$ cat config.mk
export PLATFORM = sky130hd
export DESIGN_NAME = scfc_channel_control
export DESIGN_NICKNAME = d
export VERILOG_FILES = /design/src/logic/scfc_pkg.sv /design/src/logic/scfc_channel_control.sv /design/src/logic/scfc_input_filter.sv /design/src/logic/scfc_output_stage.sv
export SDC_FILE = /design/constraint.sdc
export NUM_CORES = 1
export LEC_CHECK = 0
export BUFFER_PORTS_ARGS = -buffer_cell sky130_fd_sc_hd__buf_4
export CORE_MARGIN = 5
export CORE_UTILIZATION = 43
export CTS_CLUSTER_SIZE = 28
export DETAILED_ROUTE_END_ITERATION = 8
export PLACE_DENSITY = 0.62
export SLEW_MARGIN = 20
export SYNTH_ARGS = -nofsm -noshare
export SYNTH_HDL_FRONTEND = slang
export SYNTH_SLANG_ARGS = --single-unit
$ cat constraint.sdc
create_clock -name mclk -period 6.4 [get_ports mclk]
set_input_delay 0.32 -clock mclk [delete_from_list [all_inputs] [get_ports mclk]]
set_output_delay 0.32 -clock mclk [all_outputs]
set_load 0.05 [all_outputs]
$ cat src/logic/scfc_pkg.sv
package scfc_pkg;
	// register indices on the parallel register port
	localparam logic [2:0] ADDR_EVENT = 3'h0;
	localparam logic [2:0] ADDR_CHAN = 3'h1;
	localparam logic [2:0] ADDR_DRV = 3'h2;
	localparam logic [2:0] ADDR_FB = 3'h5;
	localparam logic [2:0] ADDR_ROUTE = 3'h6;
	localparam logic [2:0] ADDR_FILT = 3'h7;
	// reset values and writable bits
	localparam logic [7:0] RST_CHAN = 8'h00;
	localparam logic [7:0] RST_DRV = 8'h33;
	localparam logic [7:0] RST_FB = 8'h55;
	localparam logic [7:0] RST_ROUTE = 8'h02;
	localparam logic [7:0] RST_FILT = 8'h96;
	localparam logic [7:0] MASK_CHAN = 8'h3f;
	localparam logic [7:0] MASK_ROUTE = 8'h1f;
	// channel_drive_control fields
	localparam int CH_DRV_A = 0;
	localparam int CH_EN_A = 1;
	localparam int CH_SRC_A = 2;
	localparam int CH_DRV_B = 3;
	localparam int CH_EN_B = 4;
	localparam int CH_SRC_B = 5;
	localparam int CH_LVL_A = 6;
	// output_driver_config fields
	localparam int DC_TYPE_A = 0;
	localparam int DC_POL_A = 2;
	localparam int DC_TYPE_B = 4;
	localparam int DC_POL_B = 6;
	localparam int DC_SYNC = 7;
	// feedback_config fields, channel b sits FB_STRIDE above channel a
	localparam int FB_EN = 0;
	localparam int FB_POL = 1;
	localparam int FB_PULL_EN = 2;
	localparam int FB_PULL_DIR = 3;
	localparam int FB_STRIDE = 4;
	// pin_routing_config and input_filter_config fields
	localparam int RT_DRIVE = 0;
	localparam int RT_RX = 2;
	localparam int RT_OEN = 3;
	localparam int FL_TX = 0;
	localparam int FL_FBA = 2;
	localparam int FL_FBB = 4;
	localparam int FL_OEN = 6;
	// event_status fields
	localparam int EV_WAKE_N = 0;
	localparam int EV_CHG = 2;
	localparam int EV_OVL = 4;
	// driver types
	localparam logic [1:0] DT_HIZ = 2'h0;
	localparam logic [1:0] DT_LOW = 2'h1;
	localparam logic [1:0] DT_HIGH = 2'h2;
	localparam logic [1:0] DT_PP = 2'h3;
	// filter times in ns, converted to whole 40 ns cycles, rounded up
	localparam int CLK_NS = 40;
	localparam int FILT_W = 9;
	localparam logic [FILT_W-1:0] TX_C1 = FILT_W'((1000 + CLK_NS - 1) / CLK_NS);
	localparam logic [FILT_W-1:0] TX_C2 = FILT_W'((4000 + CLK_NS - 1) / CLK_NS);
	localparam logic [FILT_W-1:0] TX_C3 = FILT_W'((7000 + CLK_NS - 1) / CLK_NS);
	localparam logic [FILT_W-1:0] OEN_C1 = FILT_W'((3000 + CLK_NS - 1) / CLK_NS);
	localparam logic [FILT_W-1:0] OEN_C2 = FILT_W'((8000 + CLK_NS - 1) / CLK_NS);
	localparam logic [FILT_W-1:0] OEN_C3 = FILT_W'((15000 + CLK_NS - 1) / CLK_NS);
	localparam logic [FILT_W-1:0] FB_C1 = FILT_W'((4000 + CLK_NS - 1) / CLK_NS);
	localparam logic [FILT_W-1:0] FB_C2 = FILT_W'((7000 + CLK_NS - 1) / CLK_NS);
	localparam logic [FILT_W-1:0] FB_C3 = FILT_W'((16000 + CLK_NS - 1) / CLK_NS);
	// overload shutdown, 50 ms, rounded down to cycles
	localparam int OVL_SHUT_MS = 50;
	localparam int OVL_SHUT_CYC = OVL_SHUT_MS * 1000000 / CLK_NS;
	// overload state per channel
	typedef enum {OVL_RUN, OVL_SHUT} scfc_ovl_type;

	// filter setting to hold time in cycles, zero means bypass
	function automatic logic [FILT_W-1:0] filtLimit(input logic [1:0] sel,
		input logic [FILT_W-1:0] t1, input logic [FILT_W-1:0] t2, input logic [FILT_W-1:0] t3);
		case (sel)
			2'h1: return t1;
			2'h2: return t2;
			2'h3: return t3;
			default: return '0;
		endcase
	endfunction : filtLimit
endpackage : scfc_pkg

$ cat src/logic/scfc_channel_control.sv
`timescale 1ns/1ns
// How it works
// - channel off when enable bit or pin low
// - routing field picks which channels pin governs
// - drive pin filter off, 1, 4, 7 us
// - enable pin filter off, 3, 8, 15 us
// - source select: register bit or routed pin
// - driver type: off, low, high, push-pull
// - drive routing maps pins onto channels
// - polarity bit inverts drive before driver stage
// - push-pull: high on 1, low on 0
// - single-ended: switch on at 1 only
// - sync: channel b copies a, own polarity
// - sync overload turns both off, own flag
// - feedback enable bits, reset enabled
// - receive routing swaps receive outputs
// - feedback filters off, 4, 7, 16 us
// - feedback polarity bit inverts input
// - pull enable and direction per input
// - post-polarity levels readable as status
// - change flag drops on change, read restores
// - receive output equals level, pull irrelevant
// - overload shuts channel 50 ms, flag low
module scfc_channel_control
	import scfc_pkg::*;
#(
	parameter int OVL_SHUT_CYCLES = OVL_SHUT_CYC
)
(
	// clock and reset
	input wire logic mclk,
	input wire logic reset_n,
	// register port
	input wire logic [2:0] regAddr,
	input wire logic [7:0] regWrData,
	input wire logic regWrite,
	input wire logic regRead,
	output logic [7:0] regRdData,
	// host control pins
	input wire logic driveInA,
	input wire logic driveInB,
	input wire logic outputEnablePin,
	// line side switches and overload detectors
	output logic lineChannelAHighOn,
	output logic lineChannelALowOn,
	output logic lineChannelBHighOn,
	output logic lineChannelBLowOn,
	input wire logic overloadDetA,
	input wire logic overloadDetB,
	// feedback inputs and receive outputs
	input wire logic lineChannelAIn,
	input wire logic feedbackInputPin,
	output logic receiveOutA,
	output logic receiveOutB,
	output logic feedbackAPullEnable,
	output logic feedbackAPullDirection,
	output logic feedbackBPullEnable,
	output logic feedbackBPullDirection
);
	localparam int OVL_W = $clog2(OVL_SHUT_CYCLES + 1);
	localparam int NPIN = 7;

	// configuration registers
	logic [5:0] chanCtl_reg; // channel_drive_control, writable part
	logic [7:0] drvCfg_reg; // output_driver_config
	logic [7:0] fbCfg_reg; // feedback_config
	logic [4:0] route_reg; // pin_routing_config
	logic [7:0] filtCfg_reg; // input_filter_config
	logic [7:0] regRdData_next; // read mux
	// write strobes per register
	logic wrChan, wrDrv, wrFb, wrRoute, wrFilt;
	logic rdEvent; // read of event_status restores change flags

	// register writes decode
	assign wrChan = regWrite && regAddr == ADDR_CHAN;
	assign wrDrv = regWrite && regAddr == ADDR_DRV;
	assign wrFb = regWrite && regAddr == ADDR_FB;
	assign wrRoute = regWrite && regAddr == ADDR_ROUTE;
	assign wrFilt = regWrite && regAddr == ADDR_FILT;
	assign rdEvent = regRead && regAddr == ADDR_EVENT;

	// config storage, read-only bits are never stored
	always_ff @(posedge mclk)
	begin
		if (!reset_n)
		begin
			chanCtl_reg <= RST_CHAN[5:0];
			drvCfg_reg <= RST_DRV;
			fbCfg_reg <= RST_FB;
			route_reg <= RST_ROUTE[4:0];
			filtCfg_reg <= RST_FILT;
		end
		else
		begin
			if (wrChan)
				chanCtl_reg <= regWrData[5:0];
			if (wrDrv)
				drvCfg_reg <= regWrData;
			if (wrFb)
				fbCfg_reg <= regWrData;
			if (wrRoute)
				route_reg <= regWrData[4:0];
			if (wrFilt)
				filtCfg_reg <= regWrData;
		end
	end

	// input filters: drive a/b, enable, line a, feedback, overload a/b
	logic [NPIN-1:0] pinRaw; // raw pins
	logic [NPIN-1:0] pinFilt; // synchronised and filtered
	logic [FILT_W-1:0] limit [NPIN]; // hold time per pin

	assign pinRaw = {overloadDetB, overloadDetA, feedbackInputPin, lineChannelAIn,
		outputEnablePin, driveInB, driveInA};
	assign limit[0] = filtLimit(filtCfg_reg[FL_TX +: 2], TX_C1, TX_C2, TX_C3);
	assign limit[1] = limit[0];
	assign limit[2] = filtLimit(filtCfg_reg[FL_OEN +: 2], OEN_C1, OEN_C2, OEN_C3);
	assign limit[3] = filtLimit(filtCfg_reg[FL_FBA +: 2], FB_C1, FB_C2, FB_C3);
	assign limit[4] = filtLimit(filtCfg_reg[FL_FBB +: 2], FB_C1, FB_C2, FB_C3);
	assign limit[5] = '0; // detectors already integrate, only synchronise
	assign limit[6] = '0;

	generate
		for (genvar p = 0; p < NPIN; p++)
		begin : gFilt
			scfc_input_filter uFilt (
				.mclk(mclk),
				.reset_n(reset_n),
				.pinIn(pinRaw[p]),
				.limit(limit[p]),
				.levelOut(pinFilt[p])
			);
		end
	endgenerate

	// overload shutdown per channel
	logic [1:0] ovlShut; // channel is in its shutdown period
	generate
		for (genvar c = 0; c < 2; c++)
		begin : gOvl
			scfc_ovl_type state_reg; // run or shut
			logic [OVL_W-1:0] count_reg; // cycles left in shutdown
			always_ff @(posedge mclk)
			begin
				if (!reset_n)
				begin
					state_reg <= OVL_RUN;
					count_reg <= '0;
				end
				else
					case (state_reg)
						OVL_RUN:
							if (pinFilt[5 + c])
							begin
								state_reg <= OVL_SHUT;
								count_reg <= OVL_W'(OVL_SHUT_CYCLES - 1);
							end
						OVL_SHUT:
							if (count_reg == '0)
								state_reg <= OVL_RUN; // flag restored
							else
								count_reg <= count_reg - OVL_W'(1);
						default:
							state_reg <= OVL_RUN;
					endcase
			end
			assign ovlShut[c] = state_reg == OVL_SHUT;
		end
	endgenerate

	// drive routing and source selection
	logic syncMode; // channel b slaved to a
	logic pinForA, pinForB; // routed drive pins
	logic srcA, srcB; // selected drive before polarity
	logic xorA, xorB; // after polarity
	logic effEnA, effEnB; // enable after pin routing
	logic offA, offB; // overload forces off
	logic [1:0] typeB; // effective type of channel b

	assign syncMode = drvCfg_reg[DC_SYNC];
	assign pinForA = route_reg[RT_DRIVE +: 2] inside {2'h1, 2'h3} ? pinFilt[1] : pinFilt[0];
	assign pinForB = route_reg[RT_DRIVE +: 2] inside {2'h2, 2'h3} ? pinFilt[1] : pinFilt[0];
	assign srcA = chanCtl_reg[CH_SRC_A] ? pinForA : chanCtl_reg[CH_DRV_A];
	assign srcB = chanCtl_reg[CH_SRC_B] ? pinForB : chanCtl_reg[CH_DRV_B];
	assign xorA = srcA ^ drvCfg_reg[DC_POL_A];
	// sync keeps only b polarity, so complementary outputs are possible
	assign xorB = (syncMode ? srcA : srcB) ^ drvCfg_reg[DC_POL_B];
	assign typeB = syncMode ? drvCfg_reg[DC_TYPE_A +: 2] : drvCfg_reg[DC_TYPE_B +: 2];
	// a pin-governed channel ignores its enable bit
	assign effEnA = route_reg[RT_OEN] ? pinFilt[2] : chanCtl_reg[CH_EN_A];
	assign effEnB = syncMode ? effEnA :
		(route_reg[RT_OEN + 1] ? pinFilt[2] : chanCtl_reg[CH_EN_B]);
	assign offA = ovlShut[0] || (syncMode && ovlShut[1]);
	assign offB = ovlShut[1] || (syncMode && ovlShut[0]);

	// driver stages
	scfc_output_stage uStageA (
		.mclk(mclk),
		.reset_n(reset_n),
		.drive(xorA),
		.driverType(drvCfg_reg[DC_TYPE_A +: 2]),
		.enable(effEnA && !offA),
		.highOn(lineChannelAHighOn),
		.lowOn(lineChannelALowOn)
	);
	scfc_output_stage uStageB (
		.mclk(mclk),
		.reset_n(reset_n),
		.drive(xorB),
		.driverType(typeB),
		.enable(effEnB && !offB),
		.highOn(lineChannelBHighOn),
		.lowOn(lineChannelBLowOn)
	);

	// feedback levels; a disabled path reads low
	logic [1:0] level; // after polarity and enable
	logic [1:0] levelPrev_reg; // for change detection
	logic [1:0] levelChange; // level moved this cycle
	logic [1:0] chgN_reg; // change flags, low after a change
	logic [1:0] chgN_next;

	generate
		for (genvar f = 0; f < 2; f++)
		begin : gFb
			assign level[f] = fbCfg_reg[FB_EN + f * FB_STRIDE] &&
				(pinFilt[3 + f] ^ fbCfg_reg[FB_POL + f * FB_STRIDE]);
			assign levelChange[f] = level[f] != levelPrev_reg[f];
			// a change in the read cycle wins, so no edge is lost
			assign chgN_next[f] = levelChange[f] ? 1'b0 : (rdEvent ? 1'b1 : chgN_reg[f]);
		end
	endgenerate

	// feedback state and receive outputs
	always_ff @(posedge mclk)
	begin
		if (!reset_n)
		begin
			levelPrev_reg <= '0;
			chgN_reg <= 2'h3;
			receiveOutA <= 1'b0;
			receiveOutB <= 1'b0;
		end
		else
		begin
			levelPrev_reg <= level;
			chgN_reg <= chgN_next;
			receiveOutA <= route_reg[RT_RX] ? level[1] : level[0];
			receiveOutB <= route_reg[RT_RX] ? level[0] : level[1];
		end
	end

	// pull current controls come straight from the register
	assign feedbackAPullEnable = fbCfg_reg[FB_PULL_EN];
	assign feedbackAPullDirection = fbCfg_reg[FB_PULL_DIR];
	assign feedbackBPullEnable = fbCfg_reg[FB_PULL_EN + FB_STRIDE];
	assign feedbackBPullDirection = fbCfg_reg[FB_PULL_DIR + FB_STRIDE];

	// read mux; wake-up detection is absent so its flag idles high
	always_comb
	begin
		regRdData_next = 8'h00;
		case (regAddr)
			ADDR_EVENT:
			begin
				regRdData_next[EV_WAKE_N] = 1'b1;
				regRdData_next[EV_CHG +: 2] = chgN_reg;
				regRdData_next[EV_OVL +: 2] = ~ovlShut;
			end
			ADDR_CHAN: regRdData_next = {level, chanCtl_reg};
			ADDR_DRV: regRdData_next = drvCfg_reg;
			ADDR_FB: regRdData_next = fbCfg_reg;
			ADDR_ROUTE: regRdData_next = {3'h0, route_reg};
			ADDR_FILT: regRdData_next = filtCfg_reg;
			default: regRdData_next = 8'h00;
		endcase
	end

	// read data captured on the read strobe, held until the next one
	always_ff @(posedge mclk)
	begin
		if (!reset_n)
			regRdData <= 8'h00;
		else if (regRead)
			regRdData <= regRdData_next;
	end
endmodule : scfc_channel_control

$ cat src/logic/scfc_input_filter.sv
`timescale 1ns/1ns
module scfc_input_filter
	import scfc_pkg::*;
(
	// clock and reset
	input wire logic mclk,
	input wire logic reset_n,
	// raw pin and hold time
	input wire logic pinIn,
	input wire logic [FILT_W-1:0] limit,
	// filtered level
	output logic levelOut
);
	logic syncA_reg; // first stage, read only by syncB_reg
	logic syncB_reg; // second stage
	logic [FILT_W-1:0] count_reg; // cycles the new level has held
	logic differs; // synced pin disagrees with output
	logic heldLong; // new level held for the full time

	assign differs = syncB_reg != levelOut;
	assign heldLong = count_reg >= limit - FILT_W'(1);

	// two-stage synchroniser, pins are asynchronous to mclk
	always_ff @(posedge mclk)
	begin
		syncA_reg <= reset_n ? pinIn : 1'b0;
		syncB_reg <= reset_n ? syncA_reg : 1'b0;
	end

	// any bounce restarts the count, so only a steady level passes
	always_ff @(posedge mclk)
	begin
		if (!reset_n)
		begin
			count_reg <= '0;
			levelOut <= 1'b0;
		end
		else if (!differs)
			count_reg <= '0;
		else if (limit == '0 || heldLong)
		begin
			levelOut <= syncB_reg;
			count_reg <= '0;
		end
		else
			count_reg <= count_reg + FILT_W'(1);
	end
endmodule : scfc_input_filter

$ cat src/logic/scfc_output_stage.sv
`timescale 1ns/1ns
module scfc_output_stage
	import scfc_pkg::*;
(
	// clock and reset
	input wire logic mclk,
	input wire logic reset_n,
	// drive after polarity, type and gate
	input wire logic drive,
	input wire logic [1:0] driverType,
	input wire logic enable,
	// switch controls
	output logic highOn,
	output logic lowOn
);
	logic highNext; // high-side switch wanted
	logic lowNext; // low-side switch wanted

	// when enabled, push-pull drives one side; single-ended types only on a 1
	assign highNext = enable && drive &&
		(driverType == DT_HIGH || driverType == DT_PP);
	assign lowNext = enable && ((drive && driverType == DT_LOW) ||
		(!drive && driverType == DT_PP));

	// registered so the switches never see a decode glitch
	always_ff @(posedge mclk)
	begin
		if (!reset_n)
		begin
			highOn <= 1'b0;
			lowOn <= 1'b0;
		end
		else
		begin
			highOn <= highNext;
			lowOn <= lowNext;
		end
	end
endmodule : scfc_output_stage

==> metrics.md, run 1 <==
| Metric | Value |
|---|---|
| Clk pin slew, worst setup/hold paths | 0.07 ns |
| Post-DP Area | 8715 um2 |
| Total global-route track usage | 16.79% |
| Ant diodes | 0 |
| Clock Path Buffers | 2 |
| Vias/cell | 5.435 |
| Slew headroom | about 33% |
| Outcome | complete, no violations |
| Synthesized flop and latch total | ~160 |
| Final TNS setup | 0 ns |
| Routability cong. | 0.8020 |
| Worst-margin pin slew | 0.9934 ns |
| CTS resizes | 0 |
| Period utilisation layout | 38.27% |
| Pwr/cell area | 252.9 nW/um2 |
| Mapped Cells | 923 |
| Max-Cap Viols | 0 |
| Combinational share of power | between 10% and 20% |
| CTS tree | yes |
| # placed instances | ~1.2k |
| Total internal power | roughly 1.7 mW |
| Post-CTS Setup Inserts | 0 |
| Switching share of total power | ~28% |
| GR peak layer | met2 |
| Hold slack final | ~0.092 ns |
| Initial DRC count | 399 |
| Hold Fails Final Rpt | 0 |
| WL per Instance | between 15 and 20 um |
| Post-synthesis sequential area ratio | 39.56% |
| Root Buffer | clkbuf_16 |
| Hold depth | 2 |
| Synth top area cells | dfxtp_1, ha_1, nor2_1, nand2_1, xor2_1 |
| Commonest cells in the netlist | dfxtp_1, nor2_1, nand2_1 |
| Global route overflow | 0 |
| Maximum vdd drop | 190.1 uV |
| Die height | 148.5 um |
| Largest net degree at the start of global routing | between 60 and 70 |
| Filler Cells Inserted | 1807 |
| PortBufs | 39 |
| Die X-Extent | 148.5 um |
| Top FF cell, synth | dfxtp_1 |
| Post-layout nets | 1039 |
| Fraction of layout cells with a size suffix above 1 | 9.365% |
| RSZ-0062 raised after global routing | false |
| Finished Layout Cells | 1195 |
| Pins Over Slew Limit | 0 |
| Post-Route WL | 18.03 mm |
| Number of CTS-inserted buffers | 17 |
| Clock sinks | 163 |
| Cell taking the most area after synthesis | dfxtp_1 |
| Fmax | 408.3 MHz |
| Antenna violation net count after detailed routing | 0 |
| Count leader, synth | dfxtp_1 |
| Htree depth | 4 |
| Worst EP required | 6.75 ns |
| Area occupied by multi-input gates | 4742 um2 |
| Die footprint | 22050 um2 |
| Hold Buf Count CTS | 0 |
| Met2 Track Usage GR | 26.92% |
| I/O pins | 40 |
| Num rows | 50 |
| Yosys top cell area share | around two fifths |
| CORE AREA | 18770 um2 |
| Post-layout min period | 2.449 ns |
| Class of the worst hold path | in2reg |
| Avg Inst Size Synth | 8.937 um2 |
| CP Capture Type | register |
| Number of global-route vias before repair | approximately 6k |
| Starting Density | 43.95% |
| Worst skew pair latency | 0.43 ns |
| Post-synth EDFFs | 0 |
| Residual DRC | 0 |
| Clk pwr share | 41.0% |
| Met3 Use GR | 4.083% |
| Final instance area | 9263 um2 |
| Crit path kind | reg2reg |
| DP HPWL | approximately 13 mm |
| Met1 Usage GRT | a little under a quarter |
| Drt pass-1 iters | 5 |
| Syn nets | 1014 |
| Max reg flops | 45 |
| Sequential Area | 3263 um2 |
| Netlist Area Pre-Place | 8249 um2 |
| Initial antenna violation count | 0 |
| Ys async rst share | 0% |
| YS warnings | 0 |
| Yosys cell types | 67 |
| Critical path data arrival time | 2.80 ns |
| Via Count | ~6.5k |
| R2R depth | 9 |
| Max Fanout on Critical Path | 9 |
| Area growth, synth to finish | 12.29% |
| Global-route wire length before repair | 30.43 mm |
| Final setup viols | 0 |
| Final clock skew | 0.009153 ns |
| Sw Pwr | 0.6451 mW |
| Part of the power in registers | 46.2% |
| Leakage | 3.765 nW |
| Critical Path Source Type | register |
cell families (layout without fill, tap and decap cells):
logic type,after synthesis,count (layout),share of synthesized area [%]
fa+ha+maj,69,69,10.47
simple gates,355,355,21.49
mux,34,34,4.232
xor+xnor,61,61,6.643
compound gates,175,175,14.53
buf+inv,65,103,3.034
flops,163,163,39.56
other cells,1,1,0.04546
cell type report:
type	count	share of cell area [%]
multi-input cells	695	51.20
well taps	234	3.161
clock buffers	21	4.755
flip-flops and latches	163	35.23
clock inverters	11	1.162
repair buffers	40	3.242
inverters	31	1.256
metrics by stage:
step | setup WS, ns | util, % | power [mW]
4_1_cts | 3.914 | 49.35 | 2.367
5_1_grt | 3.681 | 49.35 | 2.453
3_5_place_dp | 3.940 | 46.43 | 1.402
3_3_place_gp | 3.733 | 46.40 | 1.400
2_1_floorplan | 4.307 | - | 1.324
6_report | 3.951 | 49.35 | 2.342
path summary, 6_finish.rpt:
path / start / end / slack [ns]
max: filtCfg_reg[5] / gFilt[4].uFilt.count_reg[8] / 3.95
min: driveInA / gFilt[0].uFilt.syncA_reg / 0.09
max reg2reg: filtCfg_reg[5] / gFilt[4].uFilt.count_reg[8] / 3.95
min reg2reg: gFilt[5].uFilt.syncB_reg / gFilt[5].uFilt.levelOut / 0.43
layout by cell type (no fill, tap or decap), drive strengths merged, types with 11 or more instances in the layout:
cell type    n
ha          69
inv         32
mux2i       27
nand2       95
and2        19
xnor2       21
or4         15
o211ai      14
o21ai       19
a211oi      15
buf         40
nor3        11
and3        13
a21oi       50
xor2        39
nor4        13
nand3       38
dfxtp      163
nor2        99
clkbuf      21
power groups by stage:
stage | Clock, mW | Combinational (mW) | Sequential (mW)
floorplan | 0 | 0.216 | 1.11
global placement | 0 | 0.297 | 1.10
detailed placement | 0 | 0.298 | 1.10
CTS | 0.985 | 0.300 | 1.08
global route | 1.03 | 0.335 | 1.09
finish | 0.961 | 0.299 | 1.08
layer usage:
metal / up-vias / wire, um
li1: 3360 / -
met1: 3005 / 8781
met2: 118 / 8339
met3: 12 / 751
met4: 0 / 155
met5: - / 0
worst max-delay path, stage by stage, from the launching register on:
cell and delay, ns:
dfxtp_1 0.42, inv_1 0.12, ha_1 0.23, nor2_1 0.11, ha_1 0.25, a21o_1 0.16, a21o_1 0.17, a211oi_1 0.27
o2111ai_1 0.42, nor2_1 0.22
Power figures use the tool's default switching activity.
==> run 2: changes to the inputs <==
--- a/config.mk
+++ b/config.mk
@@ -5,6 +5,7 @@
 export SDC_FILE = /design/constraint.sdc
 export NUM_CORES = 1
 export LEC_CHECK = 0
+export ABC_AREA = 1
 export BUFFER_PORTS_ARGS = -buffer_cell sky130_fd_sc_hd__buf_4
 export CORE_MARGIN = 5
 export CORE_UTILIZATION = 43
==> constraint.sdc (replaced) <==
create_clock -name mclk -period 2.41 [get_ports mclk]
set_input_delay 0.1205 -clock mclk [delete_from_list [all_inputs] [get_ports mclk]]
set_output_delay 0.1205 -clock mclk [all_outputs]
set_load 0.05 [all_outputs]
==> run 2 against run 1 <==
Compared with the run above:
- sequential power increased to 2.7 times the previous value
- largest cell class unchanged
- sequential share of layout area decreased by 2.8 points
- flip-flop and latch count unchanged
- non-clock buffer count increased by 27
- power increased to 2.8 times the previous value
- routed wire length increased by 14%
- synthesized cell count increased by 32%
- setup slack got worse by 3.7 ns
- design area increased by 8.6%
- critical path type unchanged
- synthesized area increased by 5.3%
- count of clock-buffer cells in the layout increased by 1
- first-iteration DRC count increased by 5.0%
==> metrics.md, run 2 <==
| Metric | Value |
|---|---|
| Hold depth | 3 (was 2) |
| Mapped Cells | 1218 (was 923) |
| Global route overflow | 0 (unchanged) |
| Number of global-route vias before repair | 7120 (was 6149) |
| Drt pass-1 iters | 5 (unchanged) |
| Part of the power in registers | 43.7% (was 46.2%) |
| Pwr/cell area | 652.7 nW/um2 (was 252.9 nW/um2) |
| Ys async rst share | 0% (unchanged) |
| I/O pins | 40 (unchanged) |
| Post-Synth Simple-Gate Area | 30.12% (was 21.49%) |
| Die height | 152.2 um (was 148.5 um) |
| Fraction of layout cells with a size suffix above 1 | 8.796% (was 9.365%) |
| Htree depth | 4 (unchanged) |
| Clk pwr share | 40.5% (was 41.0%) |
| Count leader, synth | nand2_1 (was dfxtp_1) |
| Post-synthesis sequential area ratio | 37.55% (was 39.56%) |
| Class of the worst hold path | in2reg (unchanged) |
| R2R Path Start | filtCfg_reg[1] (was filtCfg_reg[5]) |
| Post-Synth XOR/XNOR Area | 4.636% (was 6.643%) |
| Yosys cell types | 40 (was 67) |
| Post-layout min period | 2.136 ns (was 2.449 ns) |
| Vias/cell | 4.985 (was 5.435) |
| Area growth, synth to finish | 15.74% (was 12.29%) |
| Final setup viols | 0 (unchanged) |
| R2R depth | 15 (was 9) |
| Worst EP required | 2.76 ns (was 6.75 ns) |
| Worst-margin pin slew | 0.7125 ns (was 0.9934 ns) |
| Power, Total | 6.564 mW (was 2.342 mW) |
| Max reg flops | 45 (unchanged) |
| DP HPWL | 15.22 mm (was 12.53 mm) |
| Residual DRC | 0 (unchanged) |
| Filler Cells Inserted | 2030 (was 1807) |
| Switching share of total power | 27.83% (was 27.54%) |
| CP Capture Type | register (unchanged) |
| Critical Path Source Type | register (unchanged) |
| PortBufs | 39 (unchanged) |
| YS warnings | 0 (unchanged) |
| Final clock skew | 0.006531 ns (was 0.009153 ns) |
| CTS tree | yes (unchanged) |
| Compound-Gate Fraction of Synth Area | 10.70% (was 14.53%) |
| Max Fanout on Critical Path | 9 (unchanged) |
| # placed instances | 1516 (was 1163) |
| Clock Path Buffers | 2 (unchanged) |
| Reg2Reg Setup Slack | 0.27 ns (was 3.95 ns) |
| Num rows | 52 (was 50) |
| Die footprint | 23150 um2 (was 22050 um2) |
| Critical path data arrival time | 2.49 ns (was 2.80 ns) |
| Post-synth EDFFs | 0 (unchanged) |
| Synth Area in Adders | 9.935% (was 10.47%) |
| Hold Startpoint | regRead (was driveInA) |
| Period utilisation layout | 88.63% (was 38.27%) |
| Netlist Area Pre-Place | 8690 um2 (was 8249 um2) |
| Yosys top cell area share | 37.55% (was 39.56%) |
| Ant diodes | 0 (unchanged) |
| Most frequent cells in the layout | nand2_1, nor2_1, dfxtp_1 (was dfxtp_1, nor2_1, nand2_1) |
| Finished Layout Cells | 1566 (was 1195) |
| Total global-route track usage | 17.89% (was 16.79%) |
| Commonest non-fill, non-tap cell in the layout | nand2_1 (was dfxtp_1) |
| Leakage | 4.555 nW (was 3.765 nW) |
| Antenna violation net count after detailed routing | 0 (unchanged) |
| Worst path max stage delay | 0.44 ns (was 0.42 ns) |
| Crit path kind | reg2reg (unchanged) |
| Slowest CP cell | dfxtp_1 (unchanged) |
| WL per Instance | 13.17 um (was 15.09 um) |
| Post-layout nets | 1375 (was 1039) |
| Avg Inst Size Synth | 7.134 um2 (was 8.937 um2) |
| Root Buffer | clkbuf_16 (unchanged) |
| Combinational share of power | 15.8% (was 12.8%) |
| Initial antenna violation count | 0 (unchanged) |
| RSZ-0062 raised after global routing | false (unchanged) |
| Initial DRC count | 419 (was 399) |
| Top FF cell, synth | dfxtp_1 (unchanged) |
| Fmax | 468.1 MHz (was 408.3 MHz) |
| Pins Over Slew Limit | 0 (unchanged) |
| Routability cong. | 0.8930 (was 0.8020) |
| Cell taking the most area after synthesis | dfxtp_1 (unchanged) |
| Largest family of logic cells by synthesized area | simple AND/OR/NAND/NOR gates (unchanged) |
| Final WS setup | 0.2739 ns (was 3.951 ns) |
| Number of CTS-inserted buffers | 17 (unchanged) |
| Total internal power | 4.737 mW (was 1.697 mW) |
| Largest net degree at the start of global routing | 67 (was 65) |
| CORE AREA | 20040 um2 (was 18770 um2) |
| Global-route wire length before repair | 34.67 mm (was 30.43 mm) |
| Post-Route WL | 20.62 mm (was 18.03 mm) |
| Hold endpoint | regRdData[2] (was gFilt[0].uFilt.syncA_reg) |
| Die X-Extent | 152.2 um (was 148.5 um) |
| Max-Cap Viols | 0 (unchanged) |
| Via Count | 7806 (was 6495) |
| Slew headroom | 52.50% (was 33.26%) |
| Starting Density | 43.36% (was 43.95%) |
| Syn nets | 1309 (was 1014) |
| Synthesized flop and latch total | 163 (unchanged) |
| Clk pin slew, worst setup/hold paths | 0.06 ns (was 0.07 ns) |
| Synth top area cells | dfxtp_1, nand2_1, ha_1, nor2_1, inv_1 (was dfxtp_1, ha_1, nor2_1, nand2_1, xor2_1) |
| Sw Pwr | 1.827 mW (was 0.6451 mW) |
| Cell mode on critical path | nand2_1 |
| FF-to-FF End | gFilt[0].uFilt.count_reg[7] (was gFilt[4].uFilt.count_reg[8]) |
| Final TNS setup | 0 ns (unchanged) |
| Maximum vdd drop | 459.3 uV (was 190.1 uV) |
| Commonest cells in the netlist | nand2_1, nor2_1, dfxtp_1 (was dfxtp_1, nor2_1, nand2_1) |
| Worst skew pair latency | 0.43 ns (about the same) |
| Outcome | complete, no violations (unchanged) |
| Hold Fails Final Rpt | 0 (unchanged) |
| Mux contribution to synthesized area | 0% (was 4.232%) |
| Cells along the critical path | inv_1 > ha_1 > nor2_1 > ha_1 > inv_1 > nand2_1 > nand2_1 > nand2_1 > nand2_1 > nand2_1 > nand2_1 > nand2_1 > nand2_1 > nand4_2 > nor2_1 (was inv_1 > ha_1 > nor2_1 > ha_1 > a21o_1 > a21o_1 > a211oi_1 > o2111ai_1 > nor2_1) |
| Post-placement worst setup slack | 0.1477 ns (was 3.940 ns) |
| Clock sinks | 163 (unchanged) |
[run 2: cell types whose count changed after synthesis, moves of 35 or more]
cell / previous run / this run
a21oi_1: 49 / 89
nor2_1: 99 / 177
nand2_1: 95 / 281
inv_1: 30 / 131
o21ai_0: 18 / 53
nand3_1: 38 / 77
[run 2: how the worst max path moves through the flow]
| stage | to | slack, ns | from | cells after the start |
|---|---|---|---|---|
| global placement | gFilt[2].uFilt.count_reg[4] | 0.23 | filtCfg_reg[7] | 10 |
| CTS | gFilt[2].uFilt.count_reg[4] | 0.14 | filtCfg_reg[6] | 10 |
| detailed placement | gFilt[2].uFilt.count_reg[4] | 0.15 | filtCfg_reg[6] | 10 |
| floorplan | gFilt[2].uFilt.count_reg[4] | 0.46 | filtCfg_reg[6] | 10 |
| global route | gFilt[0].uFilt.count_reg[3] | 0.02 | filtCfg_reg[1] | 15 |
| finish | gFilt[0].uFilt.count_reg[7] | 0.27 | filtCfg_reg[1] | 15 |
[run 2: cell type report]
type	instances	area, um2	share of cell area (%)
tap	270	337.8	3.359
inverter	136	516.7	5.138
timing repair buffer	67	543.0	5.399
multi-input combinational	899	4826	47.98
clock buffer	22	464.2	4.616
sequential	163	3263	32.45
clock inverter	9	106.4	1.057
[run 2: power by group through the flow]
stage / logic (mW) / registers [mW] / clock network [mW]
final: 1.04 / 2.87 / 2.66
after global routing: 1.19 / 2.88 / 2.85
after CTS: 1.04 / 2.87 / 2.72
after detailed placement: 1.01 / 2.93 / 0
after global placement: 1.00 / 2.92 / 0
after floorplan: 0.730 / 2.95 / 0
[run 2: kinds of logic (layout without fill, tap and decap cells)]
group | Yosys count | in the layout
xor gates and xnor gates | 46 | 46
adders and majority gates | 69 | 69
AOI/OAI and AO/OA | 171 | 171
buffers and inverters | 156 | 234
other | 1 | 1
DFF | 163 | 163
and+or+nand+nor | 612 | 612
[run 2: per-stage QoR]
| step | hold slack, ns | area, um2 | util, % |
|---|---|---|---|
| floorplan | 0.2181 | 8690 | - |
| global placement | 0.3049 | 9295 | 46.38 |
| detailed placement | 0.3039 | 9295 | 46.38 |
| CTS | 0.01654 | 10030 | 50.03 |
| global route | 0.01611 | 10060 | 50.19 |
| finish | 0.02331 | 10060 | 50.19 |
[run 2: worst max-delay path: cells and delay by family (launching register included)]
kind                     cells  cell delay (ns)
AND/OR/NAND/NOR             11             0.99
flip-flops                   1             0.44
adder cells (fa/ha/maj)      2             0.44
buffers and inverters        2             0.18
[run 2: metal layers]
metal  track usage, %  vias to the layer above  wire length, um
li1                 -                     4076                -
met1            24.82                     3534            10170
met2            27.48                      162             8976
met3            3.834                       34              970
met4            6.550                        0              505
met5                0                        -                0
[run 2: what timing repair did]
item,CTS,global route
setup buffers,0,3
hold endpoints to repair,28,0
hold buffers,16,0
setup endpoints to repair,0,26
gates resized for setup,0,1
